### src/i2cf_regs.svh
// Constants and field layout for the I2C slave bus front end.
// Operation
// - Data falling while clock high starts transfer.
// - Data rising while clock high stops transfer.
// - Stop returns whole interface to idle.
// - Data changes only while clock is low.
// - Ninth clock acknowledges by pulling data low.
// - After refusal, wait for a new start.
// - General call acknowledged only when enabled.
// - Repeated start collision resets the interface.
// - Start after a byte is repeated start.
// - Clock line is never held low.
// - Malformed or interrupted transfers are abandoned.
// - Address is fixed prefix plus pin bits.
// - Missing address pins compare as one.
// - Pin count per variant sets address layout.
// - Pin zero captured once after power-on.
// - Master code is refused, enters high speed.
// - Stop leaves high-speed mode.
// - High speed persists across repeated starts.
// - Data sampled on clock rising edge.
// - Address byte ends with direction bit.
// - Invalid command byte fields are refused.
`ifndef I2CF_REGS_SVH
`define I2CF_REGS_SVH
`define I2CF_PREFIX 4'h5
`define I2CF_HS_CODE 5'h01
`define I2CF_GC_ADDR 7'h00
`define I2CF_BITS 4'h8
`define I2CF_SETTLE 2'h3
`define I2CF_PULL 1'b1
`define I2CF_RW_BIT 0
`define I2CF_MEM_HI 7
`define I2CF_MEM_LO 4
`define I2CF_OP_HI 3
`define I2CF_OP_LO 2
`endif

### src/i2cf_pkg.sv
// Shared types of the I2C slave bus front end.
`default_nettype none
package i2cf_pkg;
  typedef enum logic [2:0] {
    ST_IDLE   = 3'h0,
    ST_ADDR   = 3'h1,
    ST_RECV   = 3'h3,
    ST_SEND   = 3'h2,
    ST_HSWAIT = 3'h6,
    ST_IGNORE = 3'h7
  } i2cf_state_e;
  typedef logic [7:0] i2cf_byte_t;
endpackage : i2cf_pkg
`default_nettype wire

### src/i2cf_fifo.sv
// Small FIFO with a registered output stage.
`timescale 1ns/10ps
`default_nettype none
module i2cf_fifo #(
  parameter int W     = 9,
  parameter int DEPTH = 4
) (
  input  wire logic         clk,
  input  wire logic         rst,
  input  wire logic         in_valid,
  output logic              in_ready,
  input  wire logic [W-1:0] in_data,
  output logic              out_valid,
  input  wire logic         out_ready,
  output logic      [W-1:0] out_data
);
  localparam int AW = (DEPTH > 1) ? $clog2(DEPTH) : 1;
  localparam int CW = $clog2(DEPTH + 1);
  localparam logic [CW-1:0] FULL = CW'(DEPTH);

  logic [W-1:0]  mem_q [DEPTH];
  logic [AW-1:0] wr_q;
  logic [AW-1:0] rd_q;
  logic [CW-1:0] cnt_q;
  logic          push;
  logic          pop;

  function automatic logic [AW-1:0] step(input logic [AW-1:0] p);
    step = (p == AW'(DEPTH - 1)) ? '0 : p + AW'(1);
  endfunction : step

  assign in_ready = (cnt_q != FULL);
  assign push     = in_valid && in_ready;
  assign pop      = (cnt_q != '0) && (!out_valid || out_ready);

  always_ff @(posedge clk) begin
    if (push) begin
      mem_q[wr_q] <= in_data;
    end
  end

  always_ff @(posedge clk) begin
    if (rst) begin
      wr_q  <= '0;
      rd_q  <= '0;
      cnt_q <= '0;
    end else begin
      if (push) begin
        wr_q <= step(wr_q);
      end
      if (pop) begin
        rd_q <= step(rd_q);
      end
      cnt_q <= cnt_q + CW'(push) - CW'(pop);
    end
  end

  // Output is a register so the consumer sees a clean flop.
  always_ff @(posedge clk) begin
    if (rst) begin
      out_valid <= 1'b0;
      out_data  <= '0;
    end else if (pop) begin
      out_valid <= 1'b1;
      out_data  <= mem_q[rd_q];
    end else if (out_ready) begin
      out_valid <= 1'b0;
    end
  end
endmodule : i2cf_fifo
`default_nettype wire

### src/i2cf_slave.sv
// Bus-level I2C slave front end: conditions, addressing and acknowledge.
`timescale 1ns/10ps
`default_nettype none
`include "i2cf_regs.svh"
module i2cf_slave #(
  parameter int          ADDR_PINS = 3,
  parameter logic [63:0] CMD_MAP   = 64'hffff_ffff_ffff_ffff,
  parameter int          FIFO_DEPTH = 4
) (
  input  wire logic                clk,
  input  wire logic                rst,
  input  wire logic                scl_i,
  output logic                     scl_o,
  output logic                     scl_oe,
  input  wire logic                sda_i,
  output logic                     sda_o,
  output logic                     sda_oe,
  input  wire logic                addr_pin_zero,
  input  wire logic                addr_pin_one,
  input  wire logic                addr_pin_two,
  input  wire logic                general_call_enable,
  input  wire i2cf_pkg::i2cf_byte_t tx_byte,
  output logic                     tx_take,
  output i2cf_pkg::i2cf_byte_t     rx_data,
  output logic                     rx_first,
  output logic                     rx_valid,
  input  wire logic                rx_ready,
  output logic                     hs_mode,
  output logic                     start_seen,
  output logic                     stop_seen,
  output logic                     frame_abort,
  output logic                     bus_collision,
  output logic                     selected,
  output logic                     read_mode
);
  import i2cf_pkg::*;

  i2cf_state_e state_q;
  i2cf_state_e nxt_q;
  i2cf_state_e nxt_d;
  i2cf_byte_t  shift_q;
  i2cf_byte_t  tx_q;
  logic [3:0]  cnt_q;
  logic [1:0]  bus_s;
  logic [1:0]  bus_r;
  logic [1:0]  bus_f;
  logic [2:0]  pins_s;
  logic [1:0]  settle_q;
  logic        pin0_q;
  logic        cap_q;
  logic        ack_q;
  logic        mack_q;
  logic        first_q;
  logic        gc_q;
  logic        ack_ok;
  logic        push_q;
  logic [8:0]  push_data_q;
  logic        fifo_ready;
  logic        scl_s;
  logic        sda_s;
  logic        scl_rise;
  logic        scl_fall;
  logic        start_det;
  logic        stop_det;
  logic        collide;
  logic        byte_done;
  logic        ack_end;
  logic        addr_hit;
  logic        gc_hit;
  logic        hs_hit;
  logic        busy;

  // Own address from prefix, pins and pulled-up gaps.
  function automatic logic [6:0] own_addr(input logic [2:0] p, input logic z);
    case (ADDR_PINS)
      1:       own_addr = {`I2CF_PREFIX, `I2CF_PULL, `I2CF_PULL, z};
      2:       own_addr = {`I2CF_PREFIX, `I2CF_PULL, p[1], z};
      default: own_addr = {`I2CF_PREFIX, p[2], p[1], z};
    endcase
  endfunction : own_addr

  // Command field pair looked up in the validity map.
  function automatic logic cmd_ok(input i2cf_byte_t b);
    cmd_ok = CMD_MAP[{b[`I2CF_MEM_HI:`I2CF_MEM_LO], b[`I2CF_OP_HI:`I2CF_OP_LO]}];
  endfunction : cmd_ok

  // Lines synchronised before any edge logic.
  i2cf_sync #(.W(2), .INIT(2'h3)) u_bus (
    .clk  (clk),
    .rst  (rst),
    .d    ({scl_i, sda_i}),
    .q    (bus_s),
    .rise (bus_r),
    .fall (bus_f)
  );

  i2cf_sync #(.W(3), .INIT(3'h7)) u_pins (
    .clk  (clk),
    .rst  (rst),
    .d    ({addr_pin_two, addr_pin_one, addr_pin_zero}),
    .q    (pins_s),
    .rise (),
    .fall ()
  );

  i2cf_fifo #(.W(9), .DEPTH(FIFO_DEPTH)) u_fifo (
    .clk       (clk),
    .rst       (rst),
    .in_valid  (push_q),
    .in_ready  (fifo_ready),
    .in_data   (push_data_q),
    .out_valid (rx_valid),
    .out_ready (rx_ready),
    .out_data  ({rx_first, rx_data})
  );

  assign scl_s    = bus_s[1];
  assign sda_s    = bus_s[0];
  assign scl_rise = bus_r[1];
  assign scl_fall = bus_f[1];
  // Start: data falls while clock high.
  assign start_det = scl_s && bus_f[0];
  // Stop: data rises while clock high.
  assign stop_det  = scl_s && bus_r[0];
  // A clock fall, or a clock rise with data low, before the repeated start is a collision.
  assign collide   = (state_q == ST_HSWAIT) && ((scl_rise && !sda_s) || scl_fall);
  assign byte_done = scl_fall && (cnt_q == `I2CF_BITS) && !ack_q;
  assign ack_end   = scl_fall && ack_q;
  // Seven address bits above the direction bit.
  assign addr_hit  = (shift_q[7:1] == own_addr(pins_s, pin0_q));
  assign gc_hit    = (shift_q == {`I2CF_GC_ADDR, 1'b0});
  assign hs_hit    = (shift_q[7:3] == `I2CF_HS_CODE);
  assign busy      = (state_q != ST_IDLE) && (state_q != ST_IGNORE);

  // Pin zero caught once after reset; it later carries high voltage.
  always_ff @(posedge clk) begin
    if (rst) begin
      settle_q <= 2'h0;
      pin0_q   <= 1'b1;
      cap_q    <= 1'b0;
    end else if (!cap_q) begin
      settle_q <= settle_q + 2'h1;
      if (settle_q == `I2CF_SETTLE) begin
        pin0_q <= pins_s[0];
        cap_q  <= 1'b1;
      end
    end
  end

  // Bits shifted in on each clock rise outside the ack slot.
  always_ff @(posedge clk) begin
    if (rst) begin
      cnt_q   <= 4'h0;
      ack_q   <= 1'b0;
      shift_q <= 8'h00;
      mack_q  <= 1'b0;
    end else if (start_det || stop_det || collide) begin
      cnt_q <= 4'h0;
      ack_q <= 1'b0;
    end else if (scl_rise && !ack_q) begin
      shift_q <= {shift_q[6:0], sda_s};
      cnt_q   <= cnt_q + 4'h1;
    end else if (scl_rise && ack_q) begin
      mack_q <= sda_s;
    end else if (byte_done) begin
      ack_q <= 1'b1;
    end else if (ack_end) begin
      ack_q <= 1'b0;
      cnt_q <= 4'h0;
    end
  end

  // Decision taken when eight bits are in.
  always_comb begin
    nxt_d  = state_q;
    ack_ok = 1'b0;
    case (state_q)
      ST_ADDR: begin
        if (hs_hit) begin
          nxt_d = ST_HSWAIT;
        end else if (addr_hit) begin
          ack_ok = 1'b1;
          nxt_d  = shift_q[`I2CF_RW_BIT] ? ST_SEND : ST_RECV;
        // General call only with its enable.
        end else if (gc_hit && general_call_enable) begin
          ack_ok = 1'b1;
          nxt_d  = ST_RECV;
        end else begin
          // Foreign address: stay off the bus.
          nxt_d = ST_IGNORE;
        end
      end
      ST_RECV: begin
        // Full buffer or bad command byte is refused.
        if ((first_q && !gc_q && !cmd_ok(shift_q)) || !fifo_ready) begin
          nxt_d = ST_IGNORE;
        end else begin
          ack_ok = 1'b1;
        end
      end
      default: begin
        nxt_d = state_q;
      end
    endcase
  end

  // Stop idles, any start restarts addressing.
  always_ff @(posedge clk) begin
    if (rst) begin
      state_q <= ST_IDLE;
      nxt_q   <= ST_IDLE;
    end else if (stop_det) begin
      state_q <= ST_IDLE;
    end else if (start_det) begin
      state_q <= ST_ADDR;
    end else if (collide) begin
      state_q <= ST_IDLE;
    end else if (byte_done) begin
      nxt_q <= nxt_d;
    end else if (ack_end) begin
      state_q <= (state_q == ST_SEND && mack_q) ? ST_IGNORE : nxt_q;
    end
  end

  always_ff @(posedge clk) begin
    if (rst) begin
      first_q   <= 1'b0;
      gc_q      <= 1'b0;
      read_mode <= 1'b0;
    end else if (byte_done && state_q == ST_ADDR) begin
      first_q   <= 1'b1;
      gc_q      <= gc_hit && !addr_hit;
      read_mode <= shift_q[`I2CF_RW_BIT];
    end else if (byte_done && state_q == ST_RECV) begin
      first_q <= 1'b0;
    end
  end

  // Data drive changes only after a clock fall.
  always_ff @(posedge clk) begin
    if (rst) begin
      sda_oe  <= 1'b0;
      tx_q    <= 8'h00;
      tx_take <= 1'b0;
    end else begin
      tx_take <= 1'b0;
      if (start_det || stop_det || collide) begin
        sda_oe <= 1'b0;
      end else if (byte_done) begin
        sda_oe <= ack_ok;
      end else if (ack_end) begin
        if (nxt_q == ST_SEND && !(state_q == ST_SEND && mack_q)) begin
          tx_q    <= tx_byte;
          sda_oe  <= !tx_byte[7];
          tx_take <= 1'b1;
        end else begin
          sda_oe <= 1'b0;
        end
      end else if (scl_fall && state_q == ST_SEND && cnt_q != 4'h0) begin
        sda_oe <= !tx_q[3'(`I2CF_BITS - 4'h1 - cnt_q)];
      end
    end
  end

  // The clock line is only ever released.
  always_ff @(posedge clk) begin
    if (rst) begin
      scl_o  <= 1'b0;
      scl_oe <= 1'b0;
      sda_o  <= 1'b0;
    end else begin
      scl_o  <= 1'b0;
      scl_oe <= 1'b0;
      sda_o  <= 1'b0;
    end
  end

  // Acknowledged bytes go to the buffer; it was checked for room above.
  always_ff @(posedge clk) begin
    if (rst) begin
      push_q      <= 1'b0;
      push_data_q <= 9'h000;
    end else begin
      push_q <= byte_done && state_q == ST_RECV && ack_ok;
      if (byte_done) begin
        push_data_q <= {first_q, shift_q};
      end
    end
  end

  // High speed ends only at stop.
  always_ff @(posedge clk) begin
    if (rst) begin
      hs_mode <= 1'b0;
    end else if (stop_det) begin
      hs_mode <= 1'b0;
    end else if (byte_done && state_q == ST_ADDR && hs_hit) begin
      hs_mode <= 1'b1;
    end
  end

  // A start or stop mid-byte abandons the transfer.
  always_ff @(posedge clk) begin
    if (rst) begin
      start_seen    <= 1'b0;
      stop_seen     <= 1'b0;
      frame_abort   <= 1'b0;
      bus_collision <= 1'b0;
      selected      <= 1'b0;
    end else begin
      start_seen    <= start_det;
      stop_seen     <= stop_det;
      frame_abort   <= (start_det || stop_det) && busy && (cnt_q != 4'h0 || ack_q);
      bus_collision <= collide && !start_det && !stop_det;
      selected      <= (state_q == ST_RECV) || (state_q == ST_SEND);
    end
  end
endmodule : i2cf_slave
`default_nettype wire

### src/i2cf_sync.sv
// Two-stage synchroniser with edge detection on the settled sample.
`timescale 1ns/10ps
`default_nettype none
module i2cf_sync #(
  parameter int           W    = 2,
  parameter logic [W-1:0] INIT = '1
) (
  input  wire logic         clk,
  input  wire logic         rst,
  input  wire logic [W-1:0] d,
  output logic      [W-1:0] q,
  output logic      [W-1:0] rise,
  output logic      [W-1:0] fall
);
  logic [W-1:0] meta_q;
  logic [W-1:0] sync_q;
  logic [W-1:0] last_q;

  // The first stage feeds only the second; edges come from later stages.
  always_ff @(posedge clk) begin
    if (rst) begin
      meta_q <= INIT;
      sync_q <= INIT;
      last_q <= INIT;
    end else begin
      meta_q <= d;
      sync_q <= meta_q;
      last_q <= sync_q;
    end
  end

  assign q    = sync_q;
  assign rise = sync_q & ~last_q;
  assign fall = ~sync_q & last_q;
endmodule : i2cf_sync
`default_nettype wire

### config.mk
export PLATFORM = sky130hd
export DESIGN_NAME = i2cf_slave
export DESIGN_NICKNAME = d
export VERILOG_FILES = /design/src/i2cf_pkg.sv /design/src/i2cf_fifo.sv /design/src/i2cf_slave.sv /design/src/i2cf_sync.sv
export VERILOG_INCLUDE_DIRS = /design/src
export SDC_FILE = /design/constraint.sdc
export NUM_CORES = 1
export LEC_CHECK = 0
export BUFFER_PORTS_ARGS = -buffer_cell sky130_fd_sc_hd__clkbuf_2
export CAP_MARGIN = 20
export CELL_PAD_IN_SITES_DETAIL_PLACEMENT = 1
export CELL_PAD_IN_SITES_GLOBAL_PLACEMENT = 1
export CORE_AREA = 2 2 129 131
export DETAILED_ROUTE_END_ITERATION = 12
export DIE_AREA = 0 0 131 133
export GPL_TIMING_DRIVEN = 0
export PLACE_DENSITY = 0.57
export SYNTH_ARGS = -nofsm -noshare
export SYNTH_HDL_FRONTEND = slang
export SYNTH_SLANG_ARGS = --single-unit
### constraint.sdc
create_clock -name clk -period 5.5 [get_ports clk]
set_clock_uncertainty 0.15 [all_clocks]
set_input_delay 0.275 -clock clk [delete_from_list [all_inputs] [get_ports clk]]
set_output_delay 0.275 -clock clk [all_outputs]
set_load 0.01 [all_outputs]
==> impl_results.md, run 1 <==
* Most frequent cells in the layout: dfxtp_1 (81), nor2_1 (52), nand2_1 (36), edfxtp_1 (36), clkbuf_2 (34)
* Top cell family by delay on the critical path: adder cells
* Overflow left after global routing at 0
* Final slew viol count at 0
* Die span in y at around 130 um
* Source of the critical timing path: u_fifo.cnt_q[2]
* Most common cell after layout, fill and taps aside: dfxtp_1
* Cell types with the largest area share after synthesis: dfxtp_1 (34%), edfxtp_1 (23%), mux2i_1 (6.6%)
* Layout fillers at ~1800
* Reg2reg start: u_fifo.cnt_q[2]
* Post-synth EDFFs at 36
* Worst Path Buf+Inv at 3
* Startpoint type of the worst setup path: flop
* Share of the synthesized area in the top cell type at 0.343
* Post-detailed-routing wire length at 10500 um
* Global placement routability congestion at approximately 0.74
* Kind of critical path: flop to flop
* Number of buffer cells added on primary ports at 34
* Peak per-stage delay on the critical path at 0.40 ns
* Primary flip-flop cell chosen by synthesis mapping: dfxtp_1
* Antenna Nets Post-Route at 0
* Maximum number of pins on one net before global-route repair at 17
* Pleak at around 2.3 nW
* Number of nets in the finished design at ~500
* Status: finished clean
* Seq cells post-synth at between 100 and 150
* Headroom to the max-slew limit at 0.563
* GR peak layer: met2
* Number of global-route vias before repair at approximately 3400
* Later-pin clock latency in the skew report at 0.41 ns
* Depth of the most critical reg-to-reg path at 11
* DRC marker count from the first detailed-route iteration at 132
* Number of antenna violations at the first check in global routing at 0
* VDD IR-drop max at about 230 uV
* Combined area of all synthesized cells at roughly 4700 um^2
* TritonCTS clock tree: built
* Num Clock Sinks at around 120
* Clock Root Buffer: clkbuf_16
* Fin crit share at 0.529
* Crit path time final at around 2.9 ns
* Routed length per placed instance at ~15 um
* Area of the die at roughly 17000 um^2
* Met1 track demand over resource at 0.163
* Classification of the worst-slack hold path: input pin to flop
* Clock Path Buffers at 2
* Met2 global-route usage at 0.217
* Setup slack, reg-to-reg at 2.59 ns
* First drt pass iteration count at 4
* Width of the chip at around 130 um
* Effective utilization at floorplan at 0.292
* RSZ-0062 raised after global routing: no
* Max-cap violations at 0
* Share of synthesized flip-flops with an asynchronous set or reset at 0
* Cell type contributing the most total cell area after synthesis: dfxtp_1
* Rows at 47
* Critical-path cell with the highest stage delay: fa_1
* Final setup TNS at 0 ns
* Synthesized area per cell at 11.5 um^2
* Required time worst endpoint at roughly 5.6 ns
* Resize count post-CTS at 0
* Half-perimeter wire length after detailed placement at slightly above 7000 um
* Remaining DRCs at 0
* Synthesis-to-finish area growth at 23.9%
* Critical path destination: u_fifo.cnt_q[2]
* Endpoints failing hold at 0
* Critical Path Fanout Max at 10
* M3 GR Usage at 0.0416
* Yosys warning count at 0
* Worst Hold Slack at approximately 0.0082 ns
* Series of cell instances along the critical path: nor3_1 -> nand2b_1 -> inv_1 -> clkbuf_1 -> ha_1 -> inv_1 -> ha_1 -> fa_1 -> xnor2_1 -> xnor2_1 -> nor2_1
* Capturing element type of the critical path: flop
* Overall Global Routing Usage at 0.132
* Library cells used by synthesis at between 50 and 60
* Maximum operating frequency at ~340 MHz
* Total number of cells along the worst setup path at 11
* Count of mapped cells out of synthesis at 409
* Fraction of final layout cells with drive strength greater than 1 at 0.198
* Reg-to-reg critical path endpoint: u_fifo.cnt_q[2]
* Total power divided by cell area at just over 400 nW/um^2
* Final Setup Violations at 0
* Post-CTS clock slew at the launch and capture registers of the worst setup and hold paths at about 0.05 ns
* Boundary pin count at 39
* Number of diodes at 0
* Arrival time of the worst setup path at 3.03 ns
* Number of levels in the clock H-tree at 4
* Global-route wire length before repair at around 17000 um
* Number of vias per cell at 4.51
* Core Box Area at about 16000 um^2
* Sequential area share after synthesis at 0.572
* Worst-Margin Slew at ~0.66 ns
* Utilization after layout at 0.362
* Routed via count at approximately 3200
* Cts bufs inserted at 17
==> worst min-delay path, stage by stage <==
cell and delay (ns):
clkbuf_2 0.07, nand2b_1 0.11, a21oi_1 0.06
==> logic make-up after synthesis <==
logic type,synth area share
DFF,0.572
xor gates and xnor gates,0.0148
AOI/OAI and AO/OA,0.0647
buffers and inverters,0.0363
other,0.000794
muxes,0.113
adders and majority gates,0.0307
and+or+nand+nor,0.167
==> through the flow <==
| step | cell area [um^2] | setup WS [ns] | instances | power, mW |
|---|---|---|---|---|
| final | 5850 | 2.59 | 709 | 2.37 |
| after global routing | 5850 | 2.34 | 709 | 2.49 |
| after CTS | 5850 | 2.52 | 709 | 2.40 |
| after detailed placement | 5170 | 2.53 | 665 | 1.36 |
| after global placement | 5170 | 2.64 | 665 | 1.34 |
| after floorplan | 4730 | 3.04 | 411 | 1.24 |
==> repair_timing <==
item / in CTS / in global routing
buffers inserted: 0 / 0
hold buffers: 13 / 0
hold endpoints to repair: 13 / 0
==> power breakdown <==
part / internal (mW) / switching [mW] / total [mW]
Sequential: 0.940 / 0.0338 / 0.974
Combinational: 0.165 / 0.197 / 0.362
Clock: 0.669 / 0.360 / 1.03
Total: 1.77 / 0.591 / 2.37
==> state kept, by name, indices dropped and copies added (netlist names), 2 cells and up <==
name,count
push_data_q,9
shift_q,8
u_fifo.mem_q,36
u_fifo.wr_q,2
u_pins.meta_q,3
u_pins.q,3
u_bus.meta_q,2
u_fifo.cnt_q,3
u_fifo.out_data,9
tx_q,8
settle_q,2
u_fifo.rd_q,2
cnt_q,4
nxt_q,3
state_q,3
u_bus.last_q,2
u_bus.q,2
==> synth_stat cells (2+ instances only) <==
| master | instances |
|---|---|
| nand2b_1 | 2 |
| clkbuf_1 | 11 |
| nor2b_1 | 7 |
| xor2_1 | 6 |
| mux4_2 | 10 |
| a31oi_1 | 3 |
| nor4_1 | 4 |
| inv_1 | 12 |
| nand4_1 | 3 |
| buf_2 | 5 |
| buf_6 | 3 |
| buf_4 | 3 |
| a21oi_1 | 25 |
| nor3_1 | 3 |
| dfxtp_1 | 81 |
| or2_2 | 12 |
| nor2_1 | 52 |
| xnor2_1 | 2 |
| nor3b_1 | 5 |
| edfxtp_1 | 36 |
| mux2i_1 | 31 |
| a22oi_1 | 2 |
| a211oi_1 | 2 |
| o31ai_1 | 2 |
| and2b_1 | 2 |
| nand2_1 | 36 |
| and2_1 | 6 |
| nand3_1 | 4 |
| o21ai_0 | 4 |
| ha_1 | 10 |
==> final cells by class <==
type	instances	area, um^2	share of cell area
plain buffers	23	126	0.0216
clock buffers	24	462	0.0789
clock inverters	7	82.6	0.0141
inverters	12	45.0	0.00770
multi-input cells	259	1850	0.317
flip-flops and latches	117	2700	0.462
well taps	220	275	0.0471
repair buffers	47	300	0.0513
==> routing by layer <==
metal / up-vias / share of wire
li1: 1571 / -
met1: 1556 / 0.45
met2: 59 / 0.50
met3: 13 / 0.032
met4: 0 / 0.011
met5: - / 0
==> worst min path at each step <==
stage                  endpoint  depth (start not counted)             from  slack (ns)
4_1_cts        u_fifo.out_valid                          3         rx_ready      0.0004
5_1_grt        u_fifo.out_valid                          3         rx_ready        0.01
2_1_floorplan   u_bus.meta_q[0]                          1            sda_i        0.23
3_5_place_dp         u_bus.q[1]                          1  u_bus.meta_q[1]        0.25
6_report       u_fifo.out_valid                          3         rx_ready       0.008
3_3_place_gp         u_bus.q[1]                          1  u_bus.meta_q[1]        0.25
(Power assumes the default switching activity.)
==> inputs of run 2 (changes only) <==
clock period = 2.7 ns   (was 5.5 ns; I/O delays follow)
==> impl_results.md, run 2 (same netlist as run 1, synthesis figures left out) <==
* Half-perimeter wire length after detailed placement at 7280 um (unchanged)
* VDD IR-drop max at 477 uV (+100%)
* Depth of the most critical reg-to-reg path at 10 (-1)
* Classification of the worst-slack hold path: input pin to flop
* Most common cell after layout, fill and taps aside: dfxtp_1
* Overall Global Routing Usage at 0.132 (about the same)
* DRC marker count from the first detailed-route iteration at 133 (+0.76%)
* Hold Path Stages at 4 (+1)
* Layout fillers at 1794 (-0.17%)
* Endpoints failing hold at 0 (unchanged)
* Die span in y at 133 um (unchanged)
* Antenna Nets Post-Route at 0 (unchanged)
* Worst-Margin Slew at 0.656 ns (-0.00000900 ns)
* Routed via count at 3215 (+0.50%)
* Fraction of final layout cells with drive strength greater than 1 at 0.206 (+0.00776)
* Kind of critical path: flop to flop
* Startpoint type of the worst setup path: flop
* Remaining DRCs at 0 (unchanged)
* Required time worst endpoint at 2.82 ns (-2.79 ns)
* Later-pin clock latency in the skew report at 0.41 ns (about the same)
* RSZ-0062 raised after global routing: no
* Series of cell instances along the critical path: nor3_2 -> nand2b_4 -> clkinvlp_4 -> ha_1 -> inv_1 -> ha_1 -> fa_1 -> xnor2_1 -> xnor2_1 -> nor2_1
* Number of antenna violations at the first check in global routing at 0 (unchanged)
* Maximum number of pins on one net before global-route repair at 17 (unchanged)
* Crit path time final at 2.47 ns (-0.442 ns)
* Global placement routability congestion at 0.737 (unchanged)
* TritonCTS clock tree: built
* Core Box Area at 16200 um^2 (unchanged)
* Number of nets in the finished design at 506 (+0.20%)
* Final setup TNS at 0 ns (unchanged)
* Setup slack, reg-to-reg at 0.23 ns (-2.36 ns)
* Number of buffer cells added on primary ports at 34 (unchanged)
* Source of the critical timing path: u_fifo.cnt_q[2]
* Final slew viol count at 0 (unchanged)
* Number of diodes at 0 (unchanged)
* Boundary pin count at 39 (unchanged)
* Fin crit share at 0.914 (+0.385)
* Clock Root Buffer: clkbuf_16
* Peak per-stage delay on the critical path at 0.40 ns (about the same)
* Utilization after layout at 0.363 (+0.00186)
* Total power divided by cell area at 825 nW/um^2 (+100%)
* Num Clock Sinks at 117 (unchanged)
* Final Setup Violations at 0 (unchanged)
* Critical Path Fanout Max at 4 (-6)
* Max-cap violations at 0 (unchanged)
* Overflow left after global routing at 0 (unchanged)
* Clock Path Buffers at 2 (unchanged)
* Status: finished clean
* Reg-to-reg critical path endpoint: u_fifo.cnt_q[2]
* Capturing element type of the critical path: flop
* Post-detailed-routing wire length at 10500 um (about the same)
* Width of the chip at 131 um (unchanged)
* Effective utilization at floorplan at 0.292 (unchanged)
* Number of global-route vias before repair at 3407 (+0.15%)
* Maximum operating frequency at 405 MHz (+18%)
* Critical path destination: u_fifo.cnt_q[2]
* Headroom to the max-slew limit at 0.563 (about the same)
* Largest registers ranked by flip-flop count: u_fifo.mem_q (36), push_data_q (9), u_fifo.out_data (9)
* First drt pass iteration count at 4 (unchanged)
* Number of levels in the clock H-tree at 4 (unchanged)
* Number of flip-flops in the largest register at 36 (unchanged)
* Critical-path cell with the highest stage delay: fa_1
* Synthesis-to-finish area growth at 24.5%
* Reg2reg start: u_fifo.cnt_q[2]
* Routed length per placed instance at 14.7 um (-0.23%)
* Area of the die at 17400 um^2 (unchanged)
* Rows at 47 (unchanged)
* Post-CTS clock slew at the launch and capture registers of the worst setup and hold paths at 0.05 ns (about the same)
* Global-route wire length before repair at 17400 um (about the same)
* Cts bufs inserted at 17 (unchanged)
* Number of vias per cell at 4.53 (+0.36%)
* Pleak at 2.30 nW (+0.41%)
* Most frequent cells in the layout: dfxtp_1 (81), nor2_1 (52), nand2_1 (36), edfxtp_1 (36), clkbuf_2 (34)
* Register with the highest flop count: u_fifo.mem_q
* Arrival time of the worst setup path at 2.59 ns (-0.44 ns)
-- run 2: cell count changes in the layout (fill, tap and decap cells not counted) --
cell,delta
clkinvlp_4,+1
nand2b_1,-1
nor3_1,-1
inv_1,-1
buf_4,+1
nand2b_4,+1
clkbuf_1,-1
dlygate4sd3_1,+1
nor3_2,+1
-- run 2: routing by layer --
| layer | global-route usage | vias to the layer above | share of wire |
|---|---|---|---|
| li1 | - | 1578 | - |
| met1 | 0.163 | 1571 | 0.45 |
| met2 | 0.217 | 52 | 0.50 |
| met3 | 0.0416 | 14 | 0.030 |
| met4 | 0.0414 | 0 | 0.011 |
| met5 | 0 | - | 0 |
-- run 2: through the flow --
stage | instance area [um^2] | power [mW] | hold slack (ns) | worst slack (ns) | instances
floorplan | 4730 | 2.53 | 0.0888 | 0.240 | 411
global placement | 5170 | 2.74 | 0.167 | -0.162 | 665
detailed placement | 5170 | 2.77 | 0.171 | -0.269 | 665
CTS | 5870 | 4.92 | 0.0269 | 0.0808 | 710
global route | 5880 | 5.11 | 0.0954 | 0.0438 | 710
finish | 5880 | 4.85 | 0.0441 | 0.231 | 710
-- run 2: worst min-delay path by stage --
stage	from	endpoint	slack, ns
finish	general_call_enable	nxt_q[2]	0.04
global route	general_call_enable	nxt_q[2]	0.1
CTS	general_call_enable	nxt_q[2]	0.03
detailed placement	addr_pin_zero	u_pins.meta_q[0]	0.17
global placement	sda_i	u_bus.meta_q[0]	0.17
floorplan	sda_i	u_bus.meta_q[0]	0.09
-- run 2: timing repair --
action,in CTS,in global routing
hold endpoints to repair,15,0
gates resized for setup,2,2
endpoints found under the setup margin,2,1
hold buffers,14,0
buffers inserted,1,0
-- run 2: power by group --
part / internal (mW) / total (mW) / switching [mW]
combinational: 0.361 / 0.768 / 0.406
sequential: 1.91 / 1.99 / 0.0718
clock: 1.36 / 2.10 / 0.734
-- run 2: final cells by class --
| type | count | area [um^2] | area share |
|---|---|---|---|
| well taps | 220 | 275 | 0.0468 |
| plain buffers | 22 | 123 | 0.0209 |
| multi-input cells | 259 | 1870 | 0.318 |
| repair buffers | 49 | 318 | 0.0541 |
| flip-flops and latches | 117 | 2700 | 0.460 |
| clock inverters | 7 | 82.6 | 0.0140 |
| clock buffers | 24 | 462 | 0.0785 |
| inverters | 12 | 48.8 | 0.00830 |
-- run 2: critical path: cells and delay by family, from the launching register on --
kind          cells  cell delay [ns]
fa+ha+maj         3             0.86
simple gates      3             0.47
xor+xnor          2             0.33
flops             1             0.35
buf+inv           2             0.15
==> inputs of run 3 (changes only) <==
CAP_MARGIN = unset   (was 20)
PLACE_DENSITY = 0.55   (was 0.57)
==> impl_results.md, run 3 (same netlist as run 1, synthesis figures left out) <==
* VDD IR-drop max at 438 uV (-8.2%)
* Endpoints failing hold at 0 (unchanged)
* Logic pwr share at 0.157 (about the same)
* Placed Cells at 665 (unchanged)
* Clock share of power at 0.442 (+0.010)
* Global-route wire length before repair at 17800 um (+2.1%)
* Startpoint type of the worst setup path: flop
* Final worst-path setup slack at 0.213 ns (-0.0182 ns)
* Classification of the worst-slack hold path: input pin to flop
* Post-detailed-routing wire length at 10700 um (+2.1%)
* Largest registers ranked by flip-flop count: u_fifo.mem_q (36), push_data_q (9), u_fifo.out_data (9)
* Multi-input combinational cell area at 1870 um^2 (unchanged)
* Number of levels in the clock H-tree at 4 (unchanged)
* Post-CTS clock slew at the launch and capture registers of the worst setup and hold paths at 0.05 ns (about the same)
* Cell area after layout at 5920 um^2 (+0.72%)
* Utilization after layout at 0.366 (+0.00263)
* Worst setup slack before clock tree synthesis at -0.251 ns (+0.0183 ns)
* Worst-Margin Slew at 0.678 ns (+0.0217 ns)
* Maximum number of pins on one net before global-route repair at 17 (unchanged)
* Clock Root Buffer: clkbuf_16
* Maximum operating frequency at 402 MHz (-0.73%)
* Required time worst endpoint at 2.83 ns (about the same)
* Fraction of final layout cells with drive strength greater than 1 at 0.209 (+0.00323)
* Rows at 47 (unchanged)
* Core Box Area at 16200 um^2 (unchanged)
* Final setup TNS at 0 ns (unchanged)
* Switching power of the nets at 1.24 mW (+2.0%)
* Cts bufs inserted at 17 (unchanged)
* Routed length per placed instance at 15.0 um (+1.8%)
* Critical Path Fanout Max at 4 (unchanged)
* Kind of critical path: flop to flop
* Number of nets in the finished design at 507 (+0.20%)
* Number of global-route vias before repair at 3441 (+1.0%)
* Max-cap violations at 0 (unchanged)
* Width of the chip at 131 um (unchanged)
* Later-pin clock latency in the skew report at 0.41 ns (about the same)
* Switching part of the total at 0.249 (-0.000915)
* Total power divided by cell area at 839 nW/um^2 (+1.6%)
* Part of the power in registers at 0.401 (-0.008)
* Synthesis-to-finish area growth at 25.4%
* Antenna Nets Post-Route at 0 (unchanged)
* Most frequent cells in the layout: dfxtp_1 (81), nor2_1 (52), nand2_1 (36), edfxtp_1 (36), clkbuf_2 (34)
* Overflow left after global routing at 0 (unchanged)
* Number of vias per cell at 4.51 (-0.40%)
* Most common cell after layout, fill and taps aside: dfxtp_1
* First drt pass iteration count at 4 (unchanged)
* TritonCTS clock tree: built
* Layout fillers at 1772 (-1.2%)
* Number of antenna violations at the first check in global routing at 0 (unchanged)
* Capturing element type of the critical path: flop
* Headroom to the max-slew limit at 0.548 (-0.0145)
* Effective utilization at floorplan at 0.292 (unchanged)
* Number of diodes at 0 (unchanged)
* RSZ-0062 raised after global routing: no
* Placed instance area at 5170 um^2 (unchanged)
* Area of the die at 17400 um^2 (unchanged)
* Half-perimeter wire length after detailed placement at 7350 um (+1.1%)
* Total internal power at 3.73 mW (+2.5%)
* Crit path time final at 2.49 ns (+0.0182 ns)
* Boundary pin count at 39 (unchanged)
* Total area of sequential cells at 2700 um^2 (unchanged)
* Num Clock Sinks at 117 (unchanged)
* Register with the highest flop count: u_fifo.mem_q
* Overall Global Routing Usage at 0.137 (+0.00514)
* Status: finished clean
* Final slew viol count at 0 (unchanged)
* Routed via count at 3211 (-0.12%)
* Final Setup Violations at 0 (unchanged)
* Global placement routability congestion at 0.741 (+0.53%)
* Remaining DRCs at 0 (unchanged)
* Clock Path Buffers at 2 (unchanged)
* Arrival time of the worst setup path at 2.61 ns (+0.02 ns)
* Final cell count without fillers at 712 (+0.28%)
* DRC marker count from the first detailed-route iteration at 148 (+11%)
* Pleak at 2.32 nW (+0.86%)
* Fin crit share at 0.921 (+0.00674)
* Number of flip-flops in the largest register at 36 (unchanged)
* Die span in y at 133 um (unchanged)
* Number of buffer cells added on primary ports at 34 (unchanged)
run 3: routing by layer:
metal  share of wire  global-route usage
met5               0                   0
met4           0.010              0.0491
met3           0.030              0.0505
met2            0.49               0.221
met1            0.47               0.166
run 3: worst max-delay path: stages (launching register included):
cell        delay, ns
dfxtp_1          0.35
nor3_2           0.22
nand2b_4         0.21
clkinvlp_4       0.13
ha_1             0.28
inv_1            0.04
ha_1             0.18
fa_1             0.40
xnor2_1          0.19
xnor2_1          0.14
nor2_1           0.05
run 3: per-stage QoR:
stage,power [mW],hold slack (ns)
4_1_cts,5.03,0.156
2_1_floorplan,2.53,0.0888
6_report,4.97,0.150
5_1_grt,5.23,0.212
3_3_place_gp,2.74,0.169
3_5_place_dp,2.77,0.171
run 3: worst paths after layout:
kind                          from         endpoint  slack, ns  cells after the start
hold reg to reg   u_pins.meta_q[0]      u_pins.q[0]       0.26                      1
hold / removal                 rst         selected       0.15                      2
setup reg to reg   u_fifo.cnt_q[2]  u_fifo.cnt_q[2]       0.21                     10
setup / recovery   u_fifo.cnt_q[2]  u_fifo.cnt_q[2]       0.21                     10
run 3: area by class of cell:
class | count | share of cell area
Tap cell | 220 | 0.0465
Buffer | 22 | 0.0207
Timing Repair Buffer | 50 | 0.0554
Clock inverter | 4 | 0.0118
Inverter | 12 | 0.00824
Clock buffer | 28 | 0.0856
Multi-Input combinational cell | 259 | 0.315
Sequential cell | 117 | 0.456
run 3: power by group through the flow:
| stage | sequential, mW | combinational, mW | clock [mW] |
|---|---|---|---|
| floorplan | 2.04 | 0.496 | 0 |
| global route | 2.01 | 0.878 | 2.34 |
| finish | 1.99 | 0.781 | 2.20 |
| CTS | 1.99 | 0.795 | 2.24 |
| global placement | 2.02 | 0.725 | 0 |
| detailed placement | 2.03 | 0.746 | 0 |
run 3: repair_timing:
action | CTS | global route
setup endpoints to repair | 2 | 1
endpoints found under the hold margin | 16 | 0
gates resized for setup | 2 | 2
hold buffers | 15 | 0
pin swaps | 0 | 0
buffers inserted | 1 | 0
